<file path="src/inc/bt_params.svh">
`ifndef BT_PARAMS_SVH
`define BT_PARAMS_SVH

// register addresses on the control interface
`define BT_ADDR_NORMAL 8'h35
`define BT_ADDR_STANDBY 8'h36
`define BT_ADDR_SLEEP 8'h37
`define BT_ADDR_MODE 8'h38
`define BT_ADDR_CONF 8'h39

// field positions
`define BT_SETPOINT_MSB 5
`define BT_SETPOINT_LSB 0
`define BT_RANGE_BIT 6
`define BT_MODE_MSB 3
`define BT_MODE_LSB 0
`define BT_SLEEP_SEL_BIT 5
`define BT_ILIM_BIT 0
`define BT_FREQ_MSB 3
`define BT_FREQ_LSB 2
`define BT_PHASE_MSB 5
`define BT_PHASE_LSB 4
`define BT_SLEW_MSB 7
`define BT_SLEW_LSB 6

// reset values
`define BT_RST_NORMAL 8'h00
`define BT_RST_STANDBY 8'h00
`define BT_RST_SLEEP 8'h00
`define BT_RST_MODE 8'h80
`define BT_RST_CONF 8'h00
`define BT_RST_RANGE 1'b0

// writable bits of each register
`define BT_MASK_VOLT 8'h3f
`define BT_MASK_MODE 8'h2f
`define BT_MASK_CONF 8'hff

`endif

</file>
<file path="src/inc/bt_pkg.sv">
package bt_pkg;

    typedef enum logic [2:0] {
        bt_sel_normal,
        bt_sel_standby,
        bt_sel_sleep,
        bt_sel_mode,
        bt_sel_conf,
        bt_sel_none
    } bt_reg_sel_type;

    typedef enum logic [1:0] {
        bt_pwr_normal,
        bt_pwr_standby,
        bt_pwr_sleep
    } bt_power_state_type;

    typedef enum logic {
        bt_cfg_open,
        bt_cfg_locked
    } bt_cfg_phase_type;

    typedef struct packed {
        bt_cfg_phase_type phase;
        logic range;
    } bt_range_state_type;

    typedef struct packed {
        logic [7:0] normal;
        logic [7:0] standby;
        logic [7:0] sleep;
        logic [7:0] mode;
        logic [7:0] conf;
        logic [7:0] rdata;
        logic ack;
        logic miss;
        logic [5:0] active_setpoint;
        logic converter_on;
        logic pulse_freq;
    } bt_regs_state_type;

endpackage

</file>
<file path="src/core/bt_addr_decode.sv">
`timescale 1ns/10ps
`default_nettype none
module bt_addr_decode
    import bt_pkg::*;
(
    input wire logic [7:0] addr_i,
    output bt_reg_sel_type sel_o
);
`include "bt_params.svh"

    always_comb begin
        case (addr_i)
            `BT_ADDR_NORMAL: sel_o = bt_sel_normal;
            `BT_ADDR_STANDBY: sel_o = bt_sel_standby;
            `BT_ADDR_SLEEP: sel_o = bt_sel_sleep;
            `BT_ADDR_MODE: sel_o = bt_sel_mode;
            `BT_ADDR_CONF: sel_o = bt_sel_conf;
            default: sel_o = bt_sel_none;
        endcase
    end

endmodule
`default_nettype wire

</file>
<file path="src/core/bt_range_load.sv">
`timescale 1ns/10ps
`default_nettype none
module bt_range_load
    import bt_pkg::*;
(
    input wire logic core_clk_i,
    input wire logic rst_n_i,
    input wire logic cfg_load_i,
    input wire logic cfg_range_i,
    input wire logic cfg_done_i,
    output logic range_o,
    output logic locked_o
);
`include "bt_params.svh"

    bt_range_state_type state;
    bt_range_state_type next_state;

    // range may change only while configuration is open
    always_comb begin
        next_state = state;
        case (state.phase)
            bt_cfg_open: begin
                if (cfg_load_i) begin
                    next_state.range = cfg_range_i;
                end
                if (cfg_done_i) begin
                    next_state.phase = bt_cfg_locked;
                end
            end
            bt_cfg_locked: begin
                next_state = state;
            end
            default: begin
                next_state.phase = bt_cfg_locked;
            end
        endcase
    end

    always_ff @(posedge core_clk_i or negedge rst_n_i) begin
        if (!rst_n_i) begin
            state <= '{phase: bt_cfg_open, range: `BT_RST_RANGE};
        end else begin
            state <= next_state;
        end
    end

    assign range_o = state.range;
    assign locked_o = state.phase == bt_cfg_locked;

endmodule
`default_nettype wire

</file>
<file path="src/core/bt_regs.sv">
`timescale 1ns/10ps
`default_nettype none
// How it works
// five registers at addresses 0x35 to 0x39
// normal setpoint bits 5:0, read/write, reset zero
// normal bit 6 range, read-only, configuration loaded
// standby setpoint bits 5:0, read/write, reset zero
// sleep setpoint bits 5:0, read/write, reset zero
// standby and sleep bit 6 mirror range
// host uses codes 0-63 below 2.0 V
// mode field bits 3:0 read/write
// mode bit 5 selects off or pulse-frequency sleep
// config bit 0 selects low current limit
// config bits 3:2 switching frequency select
// config bits 5:4 phase clock select
// config bits 7:6 voltage slew speed
// unused voltage and mode bits read zero
module bt_regs
    import bt_pkg::*;
(
    input wire logic core_clk_i,
    input wire logic rst_n_i,
    input wire logic [7:0] reg_addr_i,
    input wire logic reg_wr_i,
    input wire logic [7:0] reg_wdata_i,
    input wire logic reg_rd_i,
    input wire logic cfg_load_i,
    input wire logic cfg_range_i,
    input wire logic cfg_done_i,
    input wire bt_power_state_type power_state_i,
    output logic [7:0] reg_rdata_o,
    output logic reg_ack_o,
    output logic reg_miss_o,
    output logic [5:0] normal_voltage_setpoint_o,
    output logic [5:0] standby_voltage_setpoint_o,
    output logic [5:0] sleep_voltage_setpoint_o,
    output logic voltage_range_o,
    output logic cfg_locked_o,
    output logic [3:0] switching_mode_field_o,
    output logic sleep_state_select_o,
    output logic current_limit_select_o,
    output logic [1:0] switching_frequency_select_o,
    output logic [1:0] phase_clock_select_o,
    output logic [1:0] voltage_slew_speed_select_o,
    output logic [5:0] active_setpoint_o,
    output logic converter_on_o,
    output logic pulse_frequency_operation_o
);
`include "bt_params.svh"

    bt_regs_state_type state;
    bt_regs_state_type next_state;
    bt_reg_sel_type sel;
    logic range;
    logic locked;

    // store only the writable bits; the rest stay zero
    function automatic logic [7:0] bt_masked_write(
        input logic [7:0] old_value,
        input logic [7:0] new_value,
        input logic [7:0] mask
    );
        bt_masked_write = (old_value & ~mask) | (new_value & mask);
    endfunction

    // voltage register read view: setpoint plus range bit
    function automatic logic [7:0] bt_voltage_view(
        input logic [7:0] stored,
        input logic range_bit
    );
        logic [7:0] view;
        view = stored & `BT_MASK_VOLT;
        view[`BT_RANGE_BIT] = range_bit;
        bt_voltage_view = view;
    endfunction

    bt_addr_decode u_decode (
        .addr_i(reg_addr_i),
        .sel_o(sel)
    );

    bt_range_load u_range (
        .core_clk_i(core_clk_i),
        .rst_n_i(rst_n_i),
        .cfg_load_i(cfg_load_i),
        .cfg_range_i(cfg_range_i),
        .cfg_done_i(cfg_done_i),
        .range_o(range),
        .locked_o(locked)
    );

    always_comb begin
        next_state = state;
        next_state.ack = 1'b0;
        next_state.miss = 1'b0;

        // register writes
        if (reg_wr_i) begin
            case (sel)
                bt_sel_normal: begin
                    next_state.normal = bt_masked_write(state.normal, reg_wdata_i,
                        `BT_MASK_VOLT);
                end
                bt_sel_standby: begin
                    next_state.standby = bt_masked_write(state.standby, reg_wdata_i,
                        `BT_MASK_VOLT);
                end
                bt_sel_sleep: begin
                    next_state.sleep = bt_masked_write(state.sleep, reg_wdata_i,
                        `BT_MASK_VOLT);
                end
                bt_sel_mode: begin
                    next_state.mode = bt_masked_write(state.mode, reg_wdata_i,
                        `BT_MASK_MODE);
                end
                bt_sel_conf: begin
                    next_state.conf = bt_masked_write(state.conf, reg_wdata_i,
                        `BT_MASK_CONF);
                end
                default: begin
                    next_state.miss = 1'b1;
                end
            endcase
        end

        // register reads return the value before any same-cycle write
        if (reg_rd_i) begin
            case (sel)
                bt_sel_normal: begin
                    next_state.rdata = bt_voltage_view(state.normal, range);
                end
                bt_sel_standby: begin
                    next_state.rdata = bt_voltage_view(state.standby, range);
                end
                bt_sel_sleep: begin
                    next_state.rdata = bt_voltage_view(state.sleep, range);
                end
                bt_sel_mode: begin
                    next_state.rdata = state.mode & `BT_MASK_MODE;
                end
                bt_sel_conf: begin
                    next_state.rdata = state.conf;
                end
                default: begin
                    next_state.rdata = 8'h00;
                    next_state.miss = 1'b1;
                end
            endcase
        end

        if (reg_wr_i || reg_rd_i) begin
            next_state.ack = 1'b1;
        end

        // setpoint and run state that the converter uses now
        case (power_state_i)
            bt_pwr_normal: begin
                next_state.active_setpoint = state.normal[`BT_SETPOINT_MSB:`BT_SETPOINT_LSB];
                next_state.converter_on = 1'b1;
                next_state.pulse_freq = 1'b0;
            end
            bt_pwr_standby: begin
                next_state.active_setpoint = state.standby[`BT_SETPOINT_MSB:`BT_SETPOINT_LSB];
                next_state.converter_on = 1'b1;
                next_state.pulse_freq = 1'b0;
            end
            bt_pwr_sleep: begin
                next_state.active_setpoint = state.sleep[`BT_SETPOINT_MSB:`BT_SETPOINT_LSB];
                next_state.converter_on = state.mode[`BT_SLEEP_SEL_BIT];
                next_state.pulse_freq = state.mode[`BT_SLEEP_SEL_BIT];
            end
            default: begin
                next_state.active_setpoint = state.normal[`BT_SETPOINT_MSB:`BT_SETPOINT_LSB];
                next_state.converter_on = 1'b1;
                next_state.pulse_freq = 1'b0;
            end
        endcase
    end

    always_ff @(posedge core_clk_i or negedge rst_n_i) begin
        if (!rst_n_i) begin
            state.normal <= `BT_RST_NORMAL;
            state.standby <= `BT_RST_STANDBY;
            state.sleep <= `BT_RST_SLEEP;
            // reset value wider than the field; only the field bits survive
            state.mode <= `BT_RST_MODE & `BT_MASK_MODE;
            state.conf <= `BT_RST_CONF;
            state.rdata <= 8'h00;
            state.ack <= 1'b0;
            state.miss <= 1'b0;
            state.active_setpoint <= 6'h00;
            state.converter_on <= 1'b0;
            state.pulse_freq <= 1'b0;
        end else begin
            state <= next_state;
        end
    end

    // outputs taken straight from the state flops
    assign reg_rdata_o = state.rdata;
    assign reg_ack_o = state.ack;
    assign reg_miss_o = state.miss;
    assign normal_voltage_setpoint_o = state.normal[`BT_SETPOINT_MSB:`BT_SETPOINT_LSB];
    assign standby_voltage_setpoint_o = state.standby[`BT_SETPOINT_MSB:`BT_SETPOINT_LSB];
    assign sleep_voltage_setpoint_o = state.sleep[`BT_SETPOINT_MSB:`BT_SETPOINT_LSB];
    assign voltage_range_o = range;
    assign cfg_locked_o = locked;
    assign switching_mode_field_o = state.mode[`BT_MODE_MSB:`BT_MODE_LSB];
    assign sleep_state_select_o = state.mode[`BT_SLEEP_SEL_BIT];
    assign current_limit_select_o = state.conf[`BT_ILIM_BIT];
    assign switching_frequency_select_o = state.conf[`BT_FREQ_MSB:`BT_FREQ_LSB];
    assign phase_clock_select_o = state.conf[`BT_PHASE_MSB:`BT_PHASE_LSB];
    assign voltage_slew_speed_select_o = state.conf[`BT_SLEW_MSB:`BT_SLEW_LSB];
    assign active_setpoint_o = state.active_setpoint;
    assign converter_on_o = state.converter_on;
    assign pulse_frequency_operation_o = state.pulse_freq;

endmodule
`default_nettype wire

</file>
<file path="config.mk">
export PLATFORM = sky130hd
export DESIGN_NAME = bt_regs
export DESIGN_NICKNAME = d
export VERILOG_FILES = /design/src/inc/bt_pkg.sv /design/src/core/bt_addr_decode.sv /design/src/core/bt_range_load.sv /design/src/core/bt_regs.sv
export VERILOG_INCLUDE_DIRS = /design/src /design/src/inc
export SDC_FILE = /design/constraint.sdc
export NUM_CORES = 1
export LEC_CHECK = 0
export BUFFER_PORTS_ARGS = -buffer_cell sky130_fd_sc_hd__buf_2
export CAP_MARGIN = 10
export CORE_ASPECT_RATIO = 1.2
export CORE_MARGIN = 2
export CORE_UTILIZATION = 57
export DETAILED_ROUTE_END_ITERATION = 16
export PLACE_DENSITY_LB_ADDON = 0.08
export SLEW_MARGIN = 0
export SYNTH_ARGS = -nofsm -noshare
export SYNTH_HDL_FRONTEND = slang
export SYNTH_HIERARCHICAL = 1
export SYNTH_SLANG_ARGS = --single-unit
</file>
<file path="constraint.sdc">
create_clock -name core_clk_i -period 1.95 [get_ports core_clk_i]
set_input_delay 0.0975 -clock core_clk_i [delete_from_list [all_inputs] [get_ports core_clk_i]]
set_output_delay 0.0975 -clock core_clk_i [all_outputs]
set_load 0.02 [all_outputs]
</file>
==> results list, run 1 <==
- Data arrives at the worst endpoint at 1.68 ns.
- The die covers 5760 um^2.
- Clock transition at the registers of the reported paths: 0.10 ns
* Share of final-layout standard cells stronger than drive strength 1: 50.4%
* Maximum clock rate: 672 MHz
- Counting flops with an async set or reset pin after synthesis yields a share of 100%.
* Routability congestion estimate from global placement: 0.758
* Ant diodes: 0
- Detailed placement finished with a half-perimeter wire length of 4350 um.
* Total power of the final layout: 0.00219 W
* Total routing resource utilization after global routing: 21.0%
- Start point of the worst min-delay path: reg_wdata_i[6]
* Final hold violation count: 0
- Flip-flop and latch count after synthesis: 51
* Switching part of the total power: 25.8%
- The initialized floorplan defines 28 standard-cell rows.
- The first global-routing pass estimated 9270 um of wire.
- The worst pin sits at a relative slew slack of 69.8%.
* Sequential share of power: 52.7%
- Largest net degree at the start of global routing: 27
- The critical path starts at reg_addr_i[7].
* Number of global-route vias before repair: 1787
- After global routing, the most crowded layer is met2.
* Residual DRC: 0
* Most used flip-flop cell after synthesis: dfrtp_1
- PostCTS Resize Cnt: 0
- Summed over all nets, the switching power comes to 0.000566 W.
- Chip Height: 82.7 um
* Actual slew at the worst max-slew pin: 0.453 ns
- CTS H-tree depth: 2
- Static leakage: 1.61 nW
- Post-synthesis net count: 267
- Count of buffers inserted at the top-level ports: 74
- Beginning of the worst register-to-register path: normal_voltage_setpoint_o[4]$_DFFE_PN0P_
- The worst setup path is launched from an input pin.
- Final period util: 76.3%
- Comb power frac: 13.9%
- Number of setup violations in the final report: 0
- The first detailed-routing pass ran for 4 iterations.
* Sequential element share of the synthesized area: 43.4%
- Via count: 1865
- Cells fill 64.0% of the core in the end.
- Along the worst path, the maximum fanout reaches 26.
* Met3 track demand over resource in global routing: 3.88%
* RSZ-0062 raised after global routing: false
- Number of antenna-violating nets in the routed design: 0
- Adding up every negative setup slack in the final design gives 0 ns.
- Endpoint kind of the worst setup timing path: flip-flop
* Number of violations reported at the end of detailed-routing iteration 0: 120
- In this run the post-CTS setup repair buffer count came out at 0.
- Pins Over Slew Limit: 0
* Average instance area after synthesis: 12.3 um^2
- Number of instances in the synthesized netlist: 240
* Cell area power density: 694 nW/um^2
- Total Wirelength: 5810 um
- DIE WIDTH: 69.6 um
- Once the floorplan was initialized, standard cells occupied 59.6% of the core.
- Design internal power: 0.00163 W
- Summed over all layers, the global routing overflow is 0.
* Result of the run: finished, final reports clean
- Average via count per standard cell: 5.55
- CTS Buffer Depth: 2
- Counting distinct cell types in the post-synthesis netlist gives 45.
- By startpoint and endpoint, the worst setup path is classified as input pin to flip-flop.
* Area added between synthesis and finish: 7.36%
- TritonCTS built the clock tree.
* Later-pin clock latency in the skew report: 0.30 ns
- Max VDD drop: 0.000506 V
- Area of the core: 4940 um^2
- Detailed-route wire length per cell: 17.3 um
- The final layout contains 302 nets.
- Antenna violations before repair: 0
- During I/O placement, the number of pins put on the boundary was 75.
- Type of the worst min-delay path: input pin to flip-flop
- In this run the cell area of the synthesized design comes to 2940 um^2.
- Clock tree synthesis inserted a total of 5 buffers.
* Count of flip-flops with a built-in enable after synthesis: 0
- Clk pwr share: 33.4%
- The worst path needs 1.49 ns of the cycle, external delays included.
- CTS placed an instance of clkbuf_8 at the clock tree root.
* Synthesis Warnings: 6
- Global-route met1 utilization: 27.7%
- The tool flagged a number of max-cap violations equal to 0.
- Number of sinks on the clock net: 51
- Data on the critical path is required at its endpoint by 2.14 ns.
- Clock skew after layout: 0.00921 ns
- For met2 alone, demand over resource in global routing was 35.9%.
-- metrics by stage --
stage	hold WS, ns	std cells	cell area [um^2]	worst slack (ns)
after floorplan	-0.198	240	2940	0.407
after global placement	0.0719	326	3030	0.174
after detailed placement	0.0711	326	3030	0.124
after CTS	0.0115	336	3160	0.449
after global routing	0.00838	336	3160	0.401
final	0.0161	336	3160	0.462
-- power by group through the flow --
stage	combinational, W	clock [W]	sequential, W
floorplan	0.000227	0	0.00117
global placement	0.000301	0	0.00118
detailed placement	0.000306	0	0.00118
CTS	0.000310	0.000746	0.00116
global route	0.000329	0.000795	0.00116
finish	0.000305	0.000732	0.00116
-- path summary, 6_finish.rpt --
check	slack, ns	end	cells past startpoint
worst max-delay path	0.46	phase_clock_select_o[0]$_DFFE_PN0P_	7
worst min-delay path	0.02	voltage_slew_speed_select_o[0]$_DFFE_PN0P_	2
worst max register to register	0.76	reg_rdata_o[4]$_DFFE_PN0P_	3
worst min register to register	0.50	u_range/locked_o$_DFF_PN0_	1
max in group asynchronous	1.08	reg_rdata_o[6]$_DFFE_PN0P_	3
min in group asynchronous	0.26	standby_voltage_setpoint_o[2]$_DFFE_PN0P_	2
-- cell usage in the layout, fill, tap and decap left out, types with 5 or more instances in the layout --
master,count
a22oi_1,9
buf_2,74
buf_4,6
clkbuf_8,5
dfrtp_1,51
inv_1,7
mux2_2,8
mux2_4,30
nand2_1,8
nand3b_1,7
nor2_1,5
o21ai_0,8
-- metal layers --
metal  vias to the layer above  part of all wire [%]
met3                         8                   4.8
li1                        877                     -
met1                       928                    44
met5                         -                     0
met4                         0                   1.2
met2                        52                    50
-- what timing repair did --
action                                 4_1_cts  5_1_grt
hold buffers                                 2        0
setup endpoints to repair                    0        0
endpoints found under the hold margin       19        0
-- Yosys cell counts (2+ instances only) --
library cell,count,area [um^2]
and3_4,2,22.5
a22oi_1,9,67.6
inv_1,7,26.3
mux2_2,8,90.1
nand2b_1,3,18.8
and2_1,2,12.5
clkbuf_1,2,7.51
buf_4,43,323
nor2_1,5,18.8
o21a_1,2,15.0
and4bb_1,2,25.0
a31oi_1,3,18.8
o211ai_1,3,22.5
buf_2,4,20.0
dfrtp_1,51,1280
ha_1,2,25.0
o21ai_0,9,45.0
a21o_1,3,22.5
buf_12,2,40.0
a21oi_1,2,10.0
nand2_1,8,30.0
buf_6,5,56.3
nor4bb_1,4,40.0
o221ai_1,2,17.5
mux2_4,30,450
or2_2,2,12.5
nand3b_1,7,52.6
-- area by class of cell --
type / count / area (um^2)
Tap cell: 60 / 75.1
Timing Repair Buffer: 84 / 475
Fill cell: 398 / 1780
Clock buffer: 5 / 68.8
Sequential cell: 51 / 1280
Multi-Input combinational cell: 126 / 1190
Clock inverter: 3 / 43.8
Inverter: 7 / 26.3
-- state kept, by name, summed over array words and instances (netlist names) --
name	cells
sleep_state_select_o	1
reg_rdata_o	8
current_limit_select_o	1
pulse_frequency_operation_o	1
converter_on_o	1
active_setpoint_o	6
sleep_voltage_setpoint_o	6
state	1
switching_frequency_select_o	2
u_range/range_o	1
voltage_slew_speed_select_o	2
normal_voltage_setpoint_o	6
reg_miss_o	1
phase_clock_select_o	2
reg_ack_o	1
u_range/locked_o	1
standby_voltage_setpoint_o	6
switching_mode_field_o	4
-- critical path: stages --
cell,delay [ns]
buf_2,0.10
nor3_1,0.29
o211ai_1,0.20
buf_12,0.21
nor2_4,0.15
and3_4,0.31
mux2_4,0.31
-- cell families (layout without fill, tap and decap cells) --
logic type	Yosys count	after routing	synth area share, %
flops	51	51	43.4
buf+inv	63	99	16.1
compound gates	38	38	8.93
simple gates	48	48	12.4
fa+ha+maj	2	2	0.850
mux	38	38	18.4
Power figures use the tool's default switching activity.
==> run 2, diff against run 1 <==
--- a/config.mk
+++ b/config.mk
@@ -10,7 +10,7 @@
 export CAP_MARGIN = 10
 export CORE_ASPECT_RATIO = 1.2
 export CORE_MARGIN = 2
-export CORE_UTILIZATION = 57
+export CORE_UTILIZATION = 48
 export DETAILED_ROUTE_END_ITERATION = 16
 export PLACE_DENSITY_LB_ADDON = 0.08
 export SLEW_MARGIN = 0
==> constraint.sdc (replaced) <==
create_clock -name core_clk_i -period 1.3 [get_ports core_clk_i]
set_input_delay 0.065 -clock core_clk_i [delete_from_list [all_inputs] [get_ports core_clk_i]]
set_output_delay 0.065 -clock core_clk_i [all_outputs]
set_load 0.02 [all_outputs]
==> run 2 against run 1 <==
  * Wire length is 7.6% higher
  * Global-route usage is 1.4 points lower
  * Flip-flop and latch count stayed put
  * Sequential share of layout area is 4.1 points lower
  * Critical endpoint is now reg_rdata_o[3]$_DFFE_PN0P_
  * Largest cell class unchanged
==> results list, run 2 (synthesized netlist as in run 1, its figures left out) <==
- After detailed routing, the number of vias per cell comes to 5.04.
- Actual slew at the worst max-slew pin: 0.396 ns
- After floorplanning, the core was divided into 31 placement rows.
* Post-route cell area: 3510 um^2
* Worst setup slack after layout: 0.0214 ns
- Total routing resource utilization after global routing: 19.7%
* Most frequent cells in the layout: 70 x buf_2, 51 x dfrtp_1, 32 x mux2_4
- Number of setup violations in the final report: 0
- The count of final max-slew check failures is 0.
- Post-route worst hold slack: 0.0535 ns
- Crit Path Max Fanout: 12
- Category of the critical setup timing path: input pin to flip-flop
- Clock skew after layout: 0.00525 ns
* Maximum clock rate: 782 MHz
- For this run the aggregate overflow at the end of global routing stands at 0.
* HPWL Detailed: 4630 um
* Final hold violation count: 0
- Number of global-route vias before repair: 1906
- For this design the ratio of total power to cell area is 927 nW/um^2.
- 75 I/O pins were placed.
* Total power of the final layout: 0.00326 W
- Across the run, the number of max-cap violations was 0.
- Buffers inserted during clock tree synthesis total 5.
- At the worst endpoint, the arrival time is 1.45 ns.
- Clock-pin slew was measured on the worst setup and hold paths at 0.10 ns.
- Later-pin clock latency in the skew report: 0.30 ns
- Setup repair after global routing could not meet its margin everywhere.
- Final min period: 1.28 ns
- Max FFs per register: 8
- Die Outline Area: 6780 um^2
- The first global-routing pass estimated 10300 um of wire.
- DIE WIDTH: 75.5 um
- Static leakage: 1.78 nW
- After detailed routing, the total wire length is 6250 um.
- The area growth from synthesis to layout is 19.3%.
- The root buffer cell chosen for the clock tree is clkbuf_8.
- Port buffering added 74 buffers.
- Endpoint kind of the worst setup timing path: flip-flop
* Area of the core: 5970 um^2
* Final period util: 98.4%
- The worst setup path is launched from an input pin.
* Worst slew slack as a fraction of its limit: 73.6%
* Share of final-layout standard cells stronger than drive strength 1: 56.6%
- Routability-driven placement finished with a final weighted congestion of 0.799.
- For this configuration, the core starts out at a cell density of 49.3%.
- Largest net degree at the start of global routing: 37
* Antenna violations before repair: 0
* Critical path, cell by cell: buf_6, nand2b_4, nor2_2, o211ai_1, buf_4, buf_12, mux2_2, a22oi_2, a31oi_1
- The slowest stage of the critical path belongs to the cell mux2_2.
- Number of violations reported at the end of detailed-routing iteration 0: 70
- Ant diodes: 0
- Timing analysis after detailed placement gives a worst setup slack of -0.362 ns.
- The largest single stage delay on the critical path is 0.34 ns.
- The clock passes through at most 2 buffers.
- Detailed routing inserted a total of 1935 vias.
- The worst-case IR drop observed on VDD is 0.000500 V.
- Detailed-route wire length per cell: 16.3 um
* CTS H-tree depth: 2
- Chip Height: 89.8 um
- For this run, the post-layout net count is 328.
- Residual DRC: 0
* CTS tree: yes
- The count of nets left with antenna violations once routing finished came out at 0.
* Number of sinks on the clock net: 51
* Result of the run: finished, final reports clean
- The first detailed-routing pass took 4 iterations.
* Type of the worst min-delay path: input pin to flip-flop
- Setup total negative slack: 0 ns
- Leaving out fill and tap cells, the most frequent cell in the layout is buf_2.
- Placement-stage cell area: 3230 um^2
- Required time reported for the critical path endpoint: 1.47 ns
==> run 2: worst max-delay path: cells and delay by family <==
family	cells	cell delay, ns
mux	1	0.34
compound gates	3	0.44
simple gates	2	0.16
buf+inv	3	0.43
==> run 2: power by group <==
group,internal (W),switching (W)
Sequential,0.00166,0.0000712
Combinational,0.000238,0.000263
Clock,0.000485,0.000534
==> run 2: cell type report <==
type / instances / area (um^2)
fill: 569 / 2460
sequential: 51 / 1280
multi-input combinational: 126 / 1260
timing repair buffer: 110 / 747
tap: 82 / 103
clock buffer: 7 / 96.3
inverter: 7 / 26.3
clock inverter: 1 / 7.51
==> run 2: metrics by stage <==
step	cells	util, %
after floorplan	240	-
after global placement	366	54.1
after detailed placement	366	54.1
after CTS	379	56.8
after global routing	384	58.8
final	384	58.8
==> run 2: final timing paths <==
| kind | start | endpoint | slack, ns | depth (start not counted) |
|---|---|---|---|---|
| max | reg_addr_i[2] | reg_rdata_o[3]$_DFFE_PN0P_ | 0.02 | 9 |
| min | reg_wdata_i[0] | standby_voltage_setpoint_o[0]$_DFFE_PN0P_ | 0.05 | 2 |
| max reg2reg | sleep_voltage_setpoint_o[0]$_DFFE_PN0P_ | reg_rdata_o[0]$_DFFE_PN0P_ | 0.14 | 3 |
| min reg2reg | u_range/locked_o$_DFF_PN0_ | u_range/locked_o$_DFF_PN0_ | 0.50 | 1 |
| max in group asynchronous | rst_n_i | voltage_slew_speed_select_o[1]$_DFFE_PN0P_ | 0.57 | 3 |
| min in group asynchronous | rst_n_i | converter_on_o$_DFF_PN0_ | 0.21 | 2 |
==> run 2: what timing repair did <==
item / in CTS / in global routing
hold buffers: 5 / 0
hold endpoints to repair: 19 / 0
gates resized for setup: 2 / 19
pin swaps: 1 / 5
cloned: 0 / 0
endpoints found under the setup margin: 19 / 32
setup buffers: 0 / 5
==> run 2: routing by layer <==
layer	up-vias	track usage (%)	share of wire [%]
met1	959	27.4	43
met3	4	2.80	2.9
met5	-	0	0
li1	926	-	-
met4	0	3.95	0.37
met2	46	32.2	53
